--- src/rtl/ballast_pkg.sv ---
// Purpose: Shared constants and types for the discharge-lamp ballast sequencer.
// Assumes: 20 MHz system clock; comparator results arrive as plain levels.
// Notes:   Strike timing counts ramp-oscillator ticks, not system clocks.
package ballast_pkg;

   // ==========================================================
   // Clock and dead-time
   localparam int CLK_PERIOD_NS = 50;
   localparam int DEAD_TIME_NS  = 1000;
   localparam int DEAD_CYC      = (DEAD_TIME_NS + CLK_PERIOD_NS - 1) / CLK_PERIOD_NS;
   localparam int DEAD_W        = 8;
   localparam logic [DEAD_W-1:0] DEAD_LAST = DEAD_W'(DEAD_CYC - 1);

   // ==========================================================
   // Strike timer, in ticks of the strike ramp oscillator
   localparam int STRIKE_BASE_MS  = 666;
   localparam int STRIKE_DIV      = 128;
   localparam int STRIKE_ON_MS    = 21000;
   localparam int STRIKE_OFF_MS   = 64000;
   localparam int STRIKE_FAULT_MS = 787000;
   localparam int STRIKE_ON_TICKS =
      (STRIKE_ON_MS * STRIKE_DIV + (STRIKE_ON_MS + STRIKE_OFF_MS) / 2)
      / (STRIKE_ON_MS + STRIKE_OFF_MS);
   localparam int STRIKE_FAULT_TICKS = STRIKE_FAULT_MS / STRIKE_BASE_MS;
   localparam int DIV_W  = $clog2(STRIKE_DIV);
   localparam int TICK_W = 12;

   // ==========================================================
   // Fast lamp under-voltage event limit
   localparam int EVENT_LIMIT = 16384;
   localparam int EVENT_W     = 15;

   // ==========================================================
   // Types
   typedef enum logic [3:0] {
      ST_LOCKOUT = 4'h1,
      ST_STRIKE  = 4'h2,
      ST_RUN     = 4'h4,
      ST_FAULT   = 4'h8
   } mode_e;

   typedef struct packed {
      logic supply_ok;          // Supply above start threshold
      logic fault_clear_low;    // Fault-clear pin below its low threshold
      logic lamp_voltage_low;   // Lamp voltage below strike-detect level
      logic strike_ramp_top;    // Strike timer ramp at upper level
      logic bridge_ramp_top;    // Bridge ramp at upper level
      logic zero_cross_high;    // Buck inductor winding above its threshold
      logic off_time_max;       // Buck maximum off-time reached
      logic ramp_above_power;   // On-time ramp above power loop filter
      logic ramp_above_current; // On-time ramp above current loop filter
      logic cs_over;            // Buck current sense above its limit
      logic voltage_limit;      // Lamp voltage above its limit setpoint
      logic uv_event;           // Lamp voltage under-voltage level
   } sense_s;

   localparam int SENSE_W = $bits(sense_s);

   typedef struct packed {
      logic high_a;
      logic low_a;
      logic high_b;
      logic low_b;
   } bridge_s;

endpackage : ballast_pkg

--- src/rtl/comparator_sync.sv ---
// Purpose: Two-stage synchroniser for a group of comparator levels.
// Assumes: One clock; inputs may change at any time.
// Notes:   Only the second stage leaves this module.
`timescale 1ns/100ps
module comparator_sync #(
   parameter int WIDTH = 1
) (
   // Clock and reset
   input  wire logic             i_clock,
   input  wire logic             i_reset,
   // Levels
   input  wire logic [WIDTH-1:0] i_async,
   output logic      [WIDTH-1:0] o_sync
);

   logic [WIDTH-1:0] stage1_r;
   logic [WIDTH-1:0] stage2_r;

   if (WIDTH < 1) begin : g_bad_width
      $error("comparator_sync needs at least one bit");
   end

   // ==========================================================
   // One pair of flops per bit
   for (genvar b = 0; b < WIDTH; b++) begin : g_bit
      always_ff @(posedge i_clock or posedge i_reset) begin
         if (i_reset) begin
            stage1_r[b] <= 1'b0;
            stage2_r[b] <= 1'b0;
         end else begin
            stage1_r[b] <= i_async[b];
            stage2_r[b] <= stage1_r[b];
         end
      end
   end

   assign o_sync = stage2_r;
endmodule : comparator_sync

--- src/rtl/ballast_sequencer.sv ---
// Purpose: Mode sequencing, strike timer, bridge commutation and buck gate.
// Assumes: Comparator levels arrive on i_sense; ramp tops are levels that
//          pulse high once per oscillator cycle.
// Notes:   Gate outputs are registered; lockout clears every counter.
`timescale 1ns/100ps

module ballast_sequencer #(
   parameter int FAULT_TICKS = ballast_pkg::STRIKE_FAULT_TICKS,
   parameter int EVENT_MAX   = ballast_pkg::EVENT_LIMIT
) (
   // Clock and reset
   input  wire logic               i_clock,
   input  wire logic               i_reset,
   // Comparator results
   input  wire ballast_pkg::sense_s i_sense,
   // Gate commands
   output ballast_pkg::bridge_s    o_bridge,
   output logic                    o_buck_gate,
   output logic                    o_striker_gate_out,
   // Status
   output ballast_pkg::mode_e      o_mode
);
   import ballast_pkg::*;

   localparam int A_DEAD_SPAN = DEAD_CYC + 2;

   // ==========================================================
   // Parameter checks
   if (FAULT_TICKS < 1 || FAULT_TICKS >= (1 << TICK_W)) begin : g_bad_ticks
      $error("FAULT_TICKS does not fit the strike tick counter");
   end
   if (EVENT_MAX < 1 || EVENT_MAX >= (1 << EVENT_W)) begin : g_bad_events
      $error("EVENT_MAX does not fit the event counter");
   end

   // ==========================================================
   // Synchronised inputs and edge detection
   logic [SENSE_W-1:0] sense_raw;
   sense_s             sense;
   sense_s             sense_d_r;
   logic               strike_tick;
   logic               bridge_top;
   logic               zx_fall;
   logic               uv_rise;

   comparator_sync #(
      .WIDTH (SENSE_W)
   ) u_sync (
      .i_clock (i_clock),
      .i_reset (i_reset),
      .i_async (i_sense),
      .o_sync  (sense_raw)
   );

   assign sense = sense_s'(sense_raw);

   always_ff @(posedge i_clock or posedge i_reset) begin
      if (i_reset) begin
         sense_d_r <= '0;
      end else begin
         sense_d_r <= sense;
      end
   end

   assign strike_tick = sense.strike_ramp_top & ~sense_d_r.strike_ramp_top;
   assign bridge_top  = sense.bridge_ramp_top & ~sense_d_r.bridge_ramp_top;
   assign zx_fall     = ~sense.zero_cross_high & sense_d_r.zero_cross_high;
   assign uv_rise     = sense.uv_event & ~sense_d_r.uv_event;

   // ==========================================================
   // Mode state machine
   mode_e                mode_r;
   mode_e                mode_nxt;
   logic [TICK_W-1:0]    tick_total_r;
   logic [DIV_W-1:0]     div_cnt_r;
   logic [EVENT_W-1:0]   event_cnt_r;
   logic                 exit_ok;
   logic                 strike_expire;
   logic                 event_full;
   logic                 active_nxt;

   assign exit_ok       = sense.supply_ok & sense.fault_clear_low;
   assign strike_expire = strike_tick && (tick_total_r == TICK_W'(FAULT_TICKS - 1));
   assign event_full    = uv_rise && (event_cnt_r == EVENT_W'(EVENT_MAX - 1));

   always_comb begin
      mode_nxt = mode_r;
      unique case (mode_r)
         ST_LOCKOUT: begin
            if (exit_ok) begin
               mode_nxt = ST_STRIKE;
            end
         end
         ST_STRIKE: begin
            if (sense.lamp_voltage_low) begin
               mode_nxt = ST_RUN;
            end else if (strike_expire) begin
               mode_nxt = ST_FAULT;
            end
         end
         ST_RUN: begin
            if (event_full) begin
               mode_nxt = ST_FAULT;
            end
         end
         ST_FAULT: begin
            mode_nxt = ST_FAULT;
         end
         default: begin
            mode_nxt = ST_LOCKOUT;
         end
      endcase
      // Supply loss overrides every mode, including a latched fault
      if (!sense.supply_ok) begin
         mode_nxt = ST_LOCKOUT;
      end
   end

   assign active_nxt = (mode_nxt == ST_STRIKE) || (mode_nxt == ST_RUN);

   always_ff @(posedge i_clock or posedge i_reset) begin
      if (i_reset) begin
         mode_r <= ST_LOCKOUT;
      end else begin
         mode_r <= mode_nxt;
      end
   end

   // ==========================================================
   // Strike timer: runs only while striking, zero otherwise
   always_ff @(posedge i_clock or posedge i_reset) begin
      if (i_reset) begin
         tick_total_r <= '0;
         div_cnt_r    <= '0;
      end else if (mode_nxt != ST_STRIKE || mode_r != ST_STRIKE) begin
         tick_total_r <= '0;
         div_cnt_r    <= '0;
      end else if (strike_tick) begin
         tick_total_r <= tick_total_r + 1'b1;
         div_cnt_r    <= div_cnt_r + 1'b1;
      end
   end

   // ==========================================================
   // Fault event counter
   always_ff @(posedge i_clock or posedge i_reset) begin
      if (i_reset) begin
         event_cnt_r <= '0;
      end else if (mode_nxt == ST_LOCKOUT) begin
         event_cnt_r <= '0;
      end else if (mode_r == ST_RUN && uv_rise) begin
         event_cnt_r <= event_cnt_r + 1'b1;
      end
   end

   // ==========================================================
   // Bridge commutation with dead-time
   logic              phase_r;
   logic              phase_nxt;
   logic              dead_r;
   logic              dead_nxt;
   logic [DEAD_W-1:0] dead_cnt_r;
   logic [DEAD_W-1:0] dead_cnt_nxt;
   logic              bridge_start;
   logic              swap;
   bridge_s           bridge_r;
   bridge_s           pair_nxt;

   assign bridge_start = (mode_r == ST_LOCKOUT) && active_nxt;
   assign swap         = bridge_top && active_nxt && !bridge_start;

   always_comb begin
      phase_nxt    = phase_r;
      dead_nxt     = dead_r;
      dead_cnt_nxt = dead_cnt_r;
      if (!active_nxt) begin
         phase_nxt    = 1'b0;
         dead_nxt     = 1'b0;
         dead_cnt_nxt = '0;
      end else if (bridge_start || swap) begin
         phase_nxt    = swap ? ~phase_r : 1'b0;
         dead_nxt     = 1'b1;
         dead_cnt_nxt = '0;
      end else if (dead_r) begin
         dead_cnt_nxt = dead_cnt_r + 1'b1;
         if (dead_cnt_r == DEAD_LAST) begin
            dead_nxt = 1'b0;
         end
      end
   end

   always_comb begin
      pair_nxt = '0;
      if (active_nxt && !dead_nxt) begin
         pair_nxt.high_a = ~phase_nxt;
         pair_nxt.low_b  = ~phase_nxt;
         pair_nxt.high_b = phase_nxt;
         pair_nxt.low_a  = phase_nxt;
      end
   end

   always_ff @(posedge i_clock or posedge i_reset) begin
      if (i_reset) begin
         phase_r    <= 1'b0;
         dead_r     <= 1'b0;
         dead_cnt_r <= '0;
         bridge_r   <= '0;
      end else begin
         phase_r    <= phase_nxt;
         dead_r     <= dead_nxt;
         dead_cnt_r <= dead_cnt_nxt;
         bridge_r   <= pair_nxt;
      end
   end

   // ==========================================================
   // Striker gate: on-window of each divided cycle, never in dead-time
   logic striker_r;

   always_ff @(posedge i_clock or posedge i_reset) begin
      if (i_reset) begin
         striker_r <= 1'b0;
      end else begin
         striker_r <= (mode_nxt == ST_STRIKE) && (mode_r == ST_STRIKE)
                      && (div_cnt_r < DIV_W'(STRIKE_ON_TICKS))
                      && !dead_nxt && (pair_nxt != '0);
      end
   end

   // ==========================================================
   // Buck gate: restart on zero crossing or maximum off-time
   logic buck_r;
   logic buck_end;

   // Either comparator firing means the ramp passed the lower filter voltage
   assign buck_end = sense.ramp_above_power | sense.ramp_above_current
                     | sense.cs_over | sense.voltage_limit;

   always_ff @(posedge i_clock or posedge i_reset) begin
      if (i_reset) begin
         buck_r <= 1'b0;
      end else if (!active_nxt) begin
         buck_r <= 1'b0;
      end else if (buck_r && buck_end) begin
         buck_r <= 1'b0;
      end else if (!buck_r && (zx_fall || sense.off_time_max) && !buck_end) begin
         buck_r <= 1'b1;
      end
   end

   assign o_bridge           = bridge_r;
   assign o_buck_gate        = buck_r;
   assign o_striker_gate_out = striker_r;
   assign o_mode             = mode_r;

   // ==========================================================
   // Checks
   logic active_r;
   assign active_r = (mode_r == ST_STRIKE) || (mode_r == ST_RUN);
endmodule : ballast_sequencer

--- config.mk ---
export PLATFORM = sky130hd
export DESIGN_NAME = ballast_sequencer
export DESIGN_NICKNAME = d
export VERILOG_FILES = /design/src/rtl/ballast_pkg.sv /design/src/rtl/comparator_sync.sv /design/src/rtl/ballast_sequencer.sv
export SDC_FILE = /design/constraint.sdc
export NUM_CORES = 1
export LEC_CHECK = 0
export ABC_AREA = 1
export BUFFER_PORTS_ARGS = -buffer_cell sky130_fd_sc_hd__buf_4
export CORE_UTILIZATION = 50
export CTS_BUF_LIST = sky130_fd_sc_hd__clkbuf_8
export CTS_CLUSTER_DIAMETER = 150
export DETAILED_ROUTE_END_ITERATION = 7
export PLACE_DENSITY = 0.76
export SLEW_MARGIN = 20
export SYNTH_ARGS = -nofsm -noshare
export SYNTH_HDL_FRONTEND = slang
export SYNTH_SLANG_ARGS = --single-unit
--- constraint.sdc ---
create_clock -name i_clock -period 2.75 [get_ports i_clock]
set_input_delay 0.1375 -clock i_clock [delete_from_list [all_inputs] [get_ports i_clock]]
set_output_delay 0.1375 -clock i_clock [all_outputs]
set_load 0.005 [all_outputs]
# Word level (Yosys, flattened, before mapping)
# Index checks and enable logic that the tools add are counted.
dict set report classes {
  n_lt_le_gt_ge 1
  muxes 26
  n_reduce_logical 25
  n_eq_ne 14
  n_bitwise 14
  add_sub_neg 4
}
# cell n
set ops {}
lappend ops {{15-bit 2-to-1 mux} 2}
lappend ops {{12-bit 2-to-1 mux} 2}
lappend ops {{4-bit 2-to-1 mux} 6}
lappend ops {{8-bit 2-to-1 mux} 3}
lappend ops {{4-bit case mux with 4 select lines} 1}
lappend ops {{15-bit by 1-bit adder with 15-bit output, second input constant} 1}
lappend ops {{15-bit by 14-bit == test with 1-bit output, second input constant} 1}
lappend ops {{1-bit logical AND} 14}
lappend ops {{7-bit 2-to-1 mux} 2}
lappend ops {{12-bit by 1-bit adder with 12-bit output, second input constant} 1}
lappend ops {{12-bit by 11-bit == test with 1-bit output, second input constant} 1}
lappend ops {{1-bit 2-to-1 mux} 10}
lappend ops {{8-bit by 1-bit adder with 8-bit output, second input constant} 1}
lappend ops {{4-bit by 1-bit == test with 1-bit output, second input constant} 2}
lappend ops {{4-bit by 2-bit == test with 1-bit output, second input constant} 2}
lappend ops {{4-bit by 3-bit == test with 1-bit output, second input constant} 2}
lappend ops {{8-bit by 5-bit == test with 1-bit output, second input constant} 1}
lappend ops {{4-bit by 2-bit != test with 1-bit output, second input constant} 2}
lappend ops {{7-bit by 1-bit adder with 7-bit output, second input constant} 1}
lappend ops {{7-bit by 6-bit less-than comparator with 1-bit output, second input constant} 1}
lappend ops {{3-bit by 1-bit != test with 1-bit output, second input constant} 2}
lappend ops {{1-bit inverter} 6}
lappend ops {{1-bit bitwise AND} 5}
lappend ops {{4-bit == test, second input constant} 1}
lappend ops {{5 further kinds} 14}
dict set report totals {
  in_bits 14
  output_inout_bits 10
  register_bits 82
}

# Depth between registers and ports, before layout
# Gate-level depths: netlist of run 1.
dict set report logic_depth {
  depth_word 20
  ltp_mapped 12
}

# Modules after synthesis
# Synthesis of run 1 repeated with hierarchy kept, for this count alone.
dict set report unflattened {
  cells_unflattened 365
  hier_area_um2 3567.2
}
# module n_inst area_each_um2 seq_area_each_um2 cells_each
set by_module_without_submodules {}
lappend by_module_without_submodules {ballast_sequencer 1 2962.8 1402.6 340}
lappend by_module_without_submodules {comparator_sync 1 604.3 600.6 25}

# Least setup slack after synthesis of run 1
# Ideal clock, no wire load.
dict set report synth_path {
  path_type {register to register}
  start {register tick_total_r[0]}
  end {register div_cnt_r[3]}
  path_buffers 1
  t_arrival_ns 1.383
  required_ns 2.626
  path_stages_with_launch 13
  setup_ns 0.124
  slack_ns 1.242
  path_cell_list {dfrtp_1 -> inv_1 -> ha_1 -> nand4_1 -> nor2_1 -> nand2_1 -> nand2_1 -> nand2_2 -> nand2_4 -> nor2_8 -> inv_4 -> buf_8 -> nor2_4}
}
dict set report synth_between {
  elab_chain_len 9
  word_cells_on_any_way 10
  classes_between {2 x eq/ne; 5 x mux; 3 x reduce/logical}
}
# item line
set synth_lines {}
lappend synth_lines {{from (decl)} ballast_sequencer.sv:74} ;# logic [TICK_W-1:0] tick_total_r;
lappend synth_lines {{from (signal assigned)} ballast_sequencer.sv:139} ;# tick_total_r <= tick_total_r + 1'b1;
lappend synth_lines {{12-bit by 11-bit == test with 1-bit output *} ballast_sequencer.sv:83} ;# assign strike_expire = strike_tick && (tick_total_r == TICK_W'(FAULT_TICKS - 1));
lappend synth_lines {{1-bit logical AND *} ballast_sequencer.sv:83}
lappend synth_lines {{4-bit 2-to-1 mux *} ballast_sequencer.sv:97} ;# end else if (strike_expire) begin
lappend synth_lines {{4-bit 2-to-1 mux *} ballast_sequencer.sv:95} ;# if (sense.lamp_voltage_low) begin
lappend synth_lines {{4-bit case mux with 4 select lines *} ballast_sequencer.sv:88} ;# unique case (mode_r)
lappend synth_lines {{4-bit 2-to-1 mux *} ballast_sequencer.sv:114} ;# if (!sense.supply_ok) begin
lappend synth_lines {{4-bit by 2-bit != test with 1-bit output *} ballast_sequencer.sv:135} ;# end else if (mode_nxt != ST_STRIKE || mode_r != ST_STRIKE) begin
lappend synth_lines {{1-bit logical OR *} ballast_sequencer.sv:135}
lappend synth_lines {{7-bit 2-to-1 mux / 2-bit nonzero test (equally long branches)} -}
lappend synth_lines {{to (signal assigned)} ballast_sequencer.sv:140} ;# div_cnt_r <= div_cnt_r + 1'b1;
lappend synth_lines {{to (decl)} ballast_sequencer.sv:75} ;# logic [DIV_W-1:0] div_cnt_r;
# Every way passes the cells marked *; elsewhere a longest branch is shown, timed or not.
# A chain may end at the register's enable or synchronous reset.

# Worst setup path in the final report of run 1
dict set report layout_path {
  start {register tick_total_r[0]}
  end {register tick_total_r[11]}
}
dict set report layout_between {
  elab_chain_len 9
  word_cells_on_any_way 12
  classes_between {1 x add/sub; 2 x eq/ne; 6 x mux; 3 x reduce/logical}
}
# item line
set layout_lines {}
lappend layout_lines {{12-bit by 11-bit == test with 1-bit output} ballast_sequencer.sv:83}
lappend layout_lines {{1-bit logical AND} ballast_sequencer.sv:83}
lappend layout_lines {{4-bit 2-to-1 mux} ballast_sequencer.sv:97}
lappend layout_lines {{4-bit 2-to-1 mux} ballast_sequencer.sv:95}
lappend layout_lines {{4-bit case mux with 4 select lines} ballast_sequencer.sv:88}
lappend layout_lines {{4-bit 2-to-1 mux} ballast_sequencer.sv:114}
lappend layout_lines {{4-bit by 2-bit != test with 1-bit output} ballast_sequencer.sv:135}
lappend layout_lines {{1-bit logical OR} ballast_sequencer.sv:135}
lappend layout_lines {{12-bit 2-to-1 mux / 2-bit nonzero test (equally long branches)} -}
# Parallel ways exist; a longest one is shown, timed or not. The select of a mux whose other input is x is not followed.

==> results of run 1 <==
where the power goes:
group / leakage (nW) / switching, mW / internal, mW / total [mW]
Sequential: 1.05 / 0.0138 / 1.20 / 1.21
Combinational: 0.668 / 0.0737 / 0.0420 / 0.116
Clock: 0.117 / 0.454 / 0.530 / 0.984
routing by layer:
layer  global-route usage, %  up-vias  routed length (um)
met4                   6.515        0                 106
li1                        -     1234                   -
met5                       0        -                   0
met2                   31.89       44                3016
met3                   6.571       10                 213
met1                   22.72     1213                2762
per-stage QoR:
stage	setup WS (ps)	utilization, %	cell area, sq um	instances
2_1_floorplan	562.4	-	3563	364
3_3_place_gp	1108	56.04	3829	479
3_5_place_dp	1040	56.04	3829	479
4_1_cts	1019	61.17	4179	507
5_1_grt	808.1	61.17	4179	507
6_report	1038	61.17	4179	507
cells by family after synthesis:
kind of cell / Yosys count / share of synthesized area [%]
AOI/OAI and AO/OA: 18 / 2.880
xor gates and xnor gates: 32 / 7.865
adders and majority gates: 5 / 1.756
buffers and inverters: 46 / 5.477
DFF: 80 / 56.22
and+or+nand+nor: 183 / 25.81
registers in the layout, indices dropped and copies added, names as in the netlist, 2 cells and up:
| register | cells |
|---|---|
| dead_cnt_r | 8 |
| tick_total_r | 12 |
| u_sync.stage1_r | 12 |
| sense_d_r | 4 |
| event_cnt_r | 15 |
| div_cnt_r | 7 |
| u_sync.o_sync | 12 |
| o_mode | 4 |
| o_bridge | 2 |
synth_stat cells, types with 2 or more instances:
cell,n,area [sq um]
dfrtp_1,79,1977
nor2_1,60,225.2
nand2_1,55,206.5
inv_1,33,123.9
xor2_1,26,227.7
nand3_1,24,120.1
nand4_1,14,87.58
nor2_4,13,146.4
a21oi_1,6,30.03
inv_2,6,22.52
o21ai_1,6,30.03
xnor2_1,6,52.55
ha_1,5,62.56
nor3_1,4,20.02
nand2_2,3,18.77
nor2_2,3,18.77
buf_4,2,15.01
clkbuf_1,2,7.510
nand2_4,2,22.52
nand3_2,2,20.02
o21ai_0,2,10.01
area by class of cell:
class                           count  share of cell area (%)
Tap cell                           96                   2.874
Multi-Input combinational cell    238                   32.66
Sequential cell                    80                   47.93
Timing Repair Buffer               37                   7.365
Clock inverter                      7                   2.545
Inverter                           40                   3.653
Clock buffer                        9                   2.964
how the worst max path moves through the flow:
stage | slack (ps) | start | end | depth (start not counted)
floorplan | 560 | i_reset | dead_cnt_r[0]$_DFFE_PP0P_ | 1
global placement | 1110 | event_cnt_r[1]$_DFFE_PP0P_ | dead_cnt_r[2]$_DFFE_PP0P_ | 10
detailed placement | 1040 | tick_total_r[0]$_DFFE_PP0P_ | tick_total_r[9]$_DFFE_PP0P_ | 11
CTS | 1020 | tick_total_r[0]$_DFFE_PP0P_ | tick_total_r[11]$_DFFE_PP0P_ | 11
global route | 810 | tick_total_r[0]$_DFFE_PP0P_ | tick_total_r[11]$_DFFE_PP0P_ | 11
finish | 1040 | tick_total_r[0]$_DFFE_PP0P_ | tick_total_r[11]$_DFFE_PP0P_ | 11
what timing repair did:
action	in CTS	in global routing
hold endpoints to repair	12	0
resized for setup	0	0
hold buffers	12	0
worst max-delay path, delay by kind of cell, from the launching register on:
| family | cells | cell delay (ps) |
|---|---|---|
| buffers and inverters | 2 | 380 |
| DFF | 1 | 410 |
| adders and majority gates | 1 | 150 |
| and+or+nand+nor | 8 | 630 |
==> metrics.csv, run 1 <==
stage,metric,value,unit
status,status,"finished, final reports clean",
sta,Max Fclk,584.2,MHz
place,number of buffers added on ports,23,
route,drt drc,0,
route,Detailed Route Iter0 Violations,135,
floorplan,Die H,86.42,um
route,DR WL/cell,12.03,um
clock_tree,CTS tree,yes,
sta,worst hold margin,82.81,ps
sta,Final Critical Period,1712,ps
synthesis,sequential area share after synthesis,56.21,%
floorplan,core area,6832,sq um
cells_and_area,nets@finish,425,
cells_and_area,Layout area overhead,17.28,%
critical_path,CP Capture Type,register,
critical_path,required time of the critical path,2980,ps
pwr,Power Density,553.8,nW/um^2
global_routing,final global-route overflow total,0,
critical_path,crit path kind,reg2reg,
clock_tree,H-Tree Level Count,3,
place,Post-DP HPWL,4179,um
synthesis,number of synthesized flops with an enable pin,0,
clock_tree,total CTS buffers,9,
sta,Post-Route Setup TNS,0,ps
sta,final hold vios,0,
pwr,VDD IR max,0.6374,mV
cells_and_area,Storage cell area,2003,sq um
clock_tree,post-CTS setup buffer count,0,
synthesis,syn_area_per_cell,9.790,sq um
sta,"Period Utilization, post-route",62.25,%
clock_tree,clk_lat worst skew,360,ps
cells_and_area,number of diodes,0,
pwr,total power,2.314,mW
global_routing,gr usage total,18.95,%
floorplan,Starting Density,52.16,%
clock_tree,Worst-path clk slew,90,ps
place,Final GP Congestion,0.8332,
synthesis,Synth cell types,32,
route,Via density,4.933,
min_path,Hold WC Path Type,in2async,
critical_path,Startpoint Class,register,
sta,Final setup viols,0,
route,DRT Wirelength,6098,um
floorplan,die footprint,7468,sq um
critical_path,reg2reg start,tick_total_r[0]$_DFFE_PP0P_,
floorplan,DIE WIDTH,86.42,um
cells_and_area,number of fillers in the final layout,583,
route,Antenna Nets Post-Route,0,
floorplan,Top-Level Pins,24,
synthesis,asr flop ratio synth,100.0,%
cells_and_area,multi-input logic area,1365,sq um
cells_and_area,"commonest non-fill, non-tap cell in the layout",dfrtp_1,
critical_path,crit path DAT,1950,ps
global_routing,vias in the first global route,2534,
sta,Setup Skew,12.17,ps
route,overall via count from detail_route,2501,
sta,RSZ-0062 raised after global routing,no,
global_routing,initial antenna violation count,0,
synthesis,post-synthesis cell count,364,
global_routing,first-pass GRT wire length,10790,um
cells_and_area,layout cells sized above 1,18.25,%
clock_tree,CTS Buffer Depth,2,
synthesis,Syn Nets,383,
sta,Worst Tran Pin Value,936.9,ps
critical_path,slowest cell on the critical path,dfrtp_1,
synthesis,main flop type after synthesis,dfrtp_1,
pwr,Static Leak,1.834,nW
critical_path,"slowest stage delay, CP",410,ps
sta,count of pins over their slew limit,0,
clock_tree,Sink Count,80,
critical_path,Crit Path Max Fanout,15,
job,Max-Cap Viols,0,
critical_path,reg2reg end,tick_total_r[11]$_DFFE_PP0P_,
sta,Max-slew headroom,37.54,%
clock_tree,root buffer cell,clkbuf_8,
cells_and_area,"commonest non-fill, non-tap cells in the layout","79 x dfrtp_1, 60 x nor2_1, 55 x nand2_1",
synthesis,synthesized area,3563,sq um
critical_path,Worst Reg-to-Reg Cells,11,
global_routing,largest net degree at the start of global routing,81,
critical_path,cells along the critical path,inv_1 > ha_1 > nand4_1 > nor2_1 > nand2_1 > nand2_1 > nand2_2 > nand2_4 > nor2_8 > inv_4 > nor2_1,
critical_path,worst reg2reg setup slack,1040,ps
synthesis,Yosys reg bits,80,
synthesis,synth warn,0,
route,DRT Pass-1 Iters,4,
floorplan,FP Rows,30,
No activity file was read; power rests on OpenSTA's default activity.
==> inputs of run 2 (changes only) <==
==> constraint.sdc (replaced) <==
create_clock -name i_clock -period 1.7 [get_ports i_clock]
set_input_delay 0.085 -clock i_clock [delete_from_list [all_inputs] [get_ports i_clock]]
set_output_delay 0.085 -clock i_clock [all_outputs]
set_load 0.005 [all_outputs]
==> run 2 against run 1 <==
  * Core utilization is 4.7 points higher
  * Worst setup slack worse by 950 ps
  * Critical path depth is 1 lower
  * Critical endpoint is now tick_total_r[9]$_DFFE_PP0P_
==> metrics.csv, run 2 (synthesis gave the netlist of run 1 again) <==
stage,metric,value,unit,change
status,status,"finished, final reports clean",,
floorplan,FP Rows,30,,unchanged
cells_and_area,max reg flops,15,,unchanged
pwr,Comb power frac,6.1,%,+1.1 points
critical_path,required time of the critical path,1990,ps,-990 ps
floorplan,Die H,86.42,um,unchanged
global_routing,largest net degree at the start of global routing,81,,unchanged
route,Via density,4.896,,-0.75%
global_routing,first-pass GRT wire length,11090,um,+2.8%
pwr,clock network fraction of design power,42.3,%,-0.2 points
route,overall via count from detail_route,2585,,+3.4%
critical_path,WP buf/inv,2,,unchanged
cells_and_area,nets@finish,446,,+4.9%
clock_tree,clk_lat worst skew,360,ps,about the same
clock_tree,Sink Count,80,,unchanged
critical_path,crit path DAT,1900,ps,-50 ps
pwr,VDD IR max,0.7932,mV,+24%
sta,Max-slew headroom,72.85,%,+35 points
pwr,total net switching power,0.9117,mW,+68%
critical_path,"delay-heaviest family, CP",simple AND/OR/NAND/NOR gates,,
pwr,Internal Power,2.900,mW,+64%
critical_path,Crit Path Max Fanout,6,,-9
pwr,Static Leak,1.977,nW,+7.8%
floorplan,DIE WIDTH,86.42,um,unchanged
sta,Worst Slack Setup Final,87.95,ps,-950.2 ps
critical_path,crit path kind,reg2reg,,
critical_path,Startpoint Class,register,,
critical_path,"most used cell, CP",nand2_2,,
route,drt drc,0,,unchanged
place,Placed Area,3943,sq um,+3.0%
route,DR WL/cell,12.35,um,+2.7%
cells_and_area,post-route insts no fill,528,,+4.1%
sta,Max Fclk,620.3,MHz,+6.2%
global_routing,final global-route overflow total,0,,unchanged
critical_path,CP Capture Type,register,,
place,Post-DP HPWL,4256,um,+1.8%
pwr,power share of the sequential group,51.6,%,-0.9 points
place,Placed Cells,487,,+1.7%
clock_tree,CTS tree,yes,,
cells_and_area,largest reg by FF count,event_cnt_r,,
critical_path,"slowest stage delay, CP",440,ps,+30 ps
cells_and_area,Layout area overhead,26.26,%,
global_routing,initial antenna violation count,0,,unchanged
floorplan,Top-Level Pins,24,,unchanged
pwr,Power Density,847.3,nW/um^2,+53%
global_routing,vias in the first global route,2590,,+2.2%
sta,Setup Skew,14.46,ps,+2.290 ps
sta,Worst Tran Pin Value,407.2,ps,-529.7 ps
cells_and_area,"commonest non-fill, non-tap cell in the layout",dfrtp_1,,
cells_and_area,"commonest non-fill, non-tap cells in the layout","77 x dfrtp_1, 54 x nor2_1, 52 x nand2_1",,
clock_tree,Worst-path clk slew,90,ps,about the same
place,Setup WS pre-CTS,32.38,ps,-1007 ps
critical_path,slowest cell on the critical path,dfrtp_2,,
floorplan,die footprint,7468,sq um,unchanged
place,number of buffers added on ports,23,,unchanged
clock_tree,total CTS buffers,9,,unchanged
route,DRT Pass-1 Iters,4,,unchanged
sta,Final setup viols,0,,unchanged
route,Antenna Nets Post-Route,0,,unchanged
job,Max-Cap Viols,0,,unchanged
cells_and_area,number of diodes,0,,unchanged
sta,count of pins over their slew limit,0,,unchanged
place,Final GP Congestion,0.8802,,+5.6%
cells_and_area,fin area,4499,sq um,+7.7%
pwr,sw frac,23.92,%,+0.52 points
cells_and_area,layout cells sized above 1,27.31,%,+9.1 points
sta,"Period Utilization, post-route",94.83,%,+33 points
clock_tree,CTS Buffer Depth,2,,unchanged
floorplan,core area,6832,sq um,unchanged
clock_tree,H-Tree Level Count,3,,unchanged
sta,final hold vios,0,,unchanged
min_path,Hold WC Path Type,reg2reg,,
route,Detailed Route Iter0 Violations,158,,+17%
floorplan,Starting Density,52.16,%,unchanged
sta,Final Critical Period,1612,ps,-99.83 ps
critical_path,cells along the critical path,nor2_4 > nand2_2 > nor2_2 > nand2_2 > nand2_2 > nand2_4 > nor2_8 > inv_6 > buf_12 > nor2_2,,
clock_tree,root buffer cell,clkbuf_8,,
global_routing,gr usage total,19.28,%,+0.34 points
sta,RSZ-0062 raised after global routing,yes,,
route,DRT Wirelength,6523,um,+7.0%
sta,Post-Route Setup TNS,0,ps,unchanged
==> run 2: cell count changes in the layout (fill, tap and decap cells not counted), moves of 3 or more <==
cell / change
nand3_1: -4
inv_1: -3
nand3_2: +3
nor2_2: +4
nand2_1: -3
buf_12: +4
nor2_1: -6
buf_4: +16
==> run 2: timing repair <==
item	CTS	global route
setup endpoints to repair	0	33
buffers inserted	0	12
hold buffers	13	0
hold endpoints to repair	91	0
gates resized for setup	0	30
==> run 2: routing by layer <==
| metal | share of wire (%) | up-vias | GRT usage [%] |
|---|---|---|---|
| met5 | 0 | - | 0 |
| met4 | 0.64 | 0 | 8.182 |
| met2 | 52 | 37 | 32.76 |
| li1 | - | 1279 | - |
| met1 | 45 | 1263 | 23.24 |
| met3 | 2.9 | 6 | 5.143 |
==> run 2: power groups by stage <==
| stage | combinational (mW) | clock [mW] | sequential (mW) |
|---|---|---|---|
| floorplan | 0.111 | 0 | 2.00 |
| global placement | 0.175 | 0 | 2.00 |
| detailed placement | 0.180 | 0 | 2.00 |
| CTS | 0.204 | 1.66 | 1.96 |
| global route | 0.262 | 1.74 | 1.97 |
| finish | 0.234 | 1.61 | 1.97 |
==> run 2: worst paths after layout <==
kind                                         startpoint                          end  slack (ps)  cells after the start
max in group asynchronous                       i_reset          o_mode[0]$_DFF_PP1_         950                      4
min                        u_sync.stage1_r[2]$_DFF_PP0_   u_sync.o_sync[2]$_DFF_PP0_         350                      0
max                                 o_mode[2]$_DFF_PP0_  tick_total_r[9]$_DFFE_PP0P_          90                     10
max reg2reg                         o_mode[2]$_DFF_PP0_  tick_total_r[9]$_DFFE_PP0P_          90                     10
min in group asynchronous                       i_reset  u_sync.o_sync[11]$_DFF_PP0_         400                      4
min reg2reg                u_sync.stage1_r[2]$_DFF_PP0_   u_sync.o_sync[2]$_DFF_PP0_         350                      0
==> run 2: layout make-up <==
class	count	area (sq um)
multi-input combinational	238	1456
tap	96	120.1
fill	552	2332
clock buffer	9	123.9
timing repair buffer	58	518.0
inverter	40	161.4
sequential	80	2006
clock inverter	7	113.9
==> run 2: worst register-to-register path, cell delays in order, from the launching register on <==
cell     delay, ps
dfrtp_2        440
nor2_4         150
nand2_2        100
nor2_2         130
nand2_2         70
nand2_2         80
nand2_4         80
nor2_8         200
inv_6           70
buf_12         140
nor2_2         100
==> run 2: per-stage QoR <==
stage / power (mW) / hold WS (ps) / util (%)
after global placement: 2.177 / 194.1 / 57.71
after floorplan: 2.107 / 116.4 / -
final: 3.812 / 351.3 / 65.86
after detailed placement: 2.183 / 195.3 / 57.71
after CTS: 3.832 / 343.5 / 63.10
after global routing: 3.971 / 358.5 / 65.86
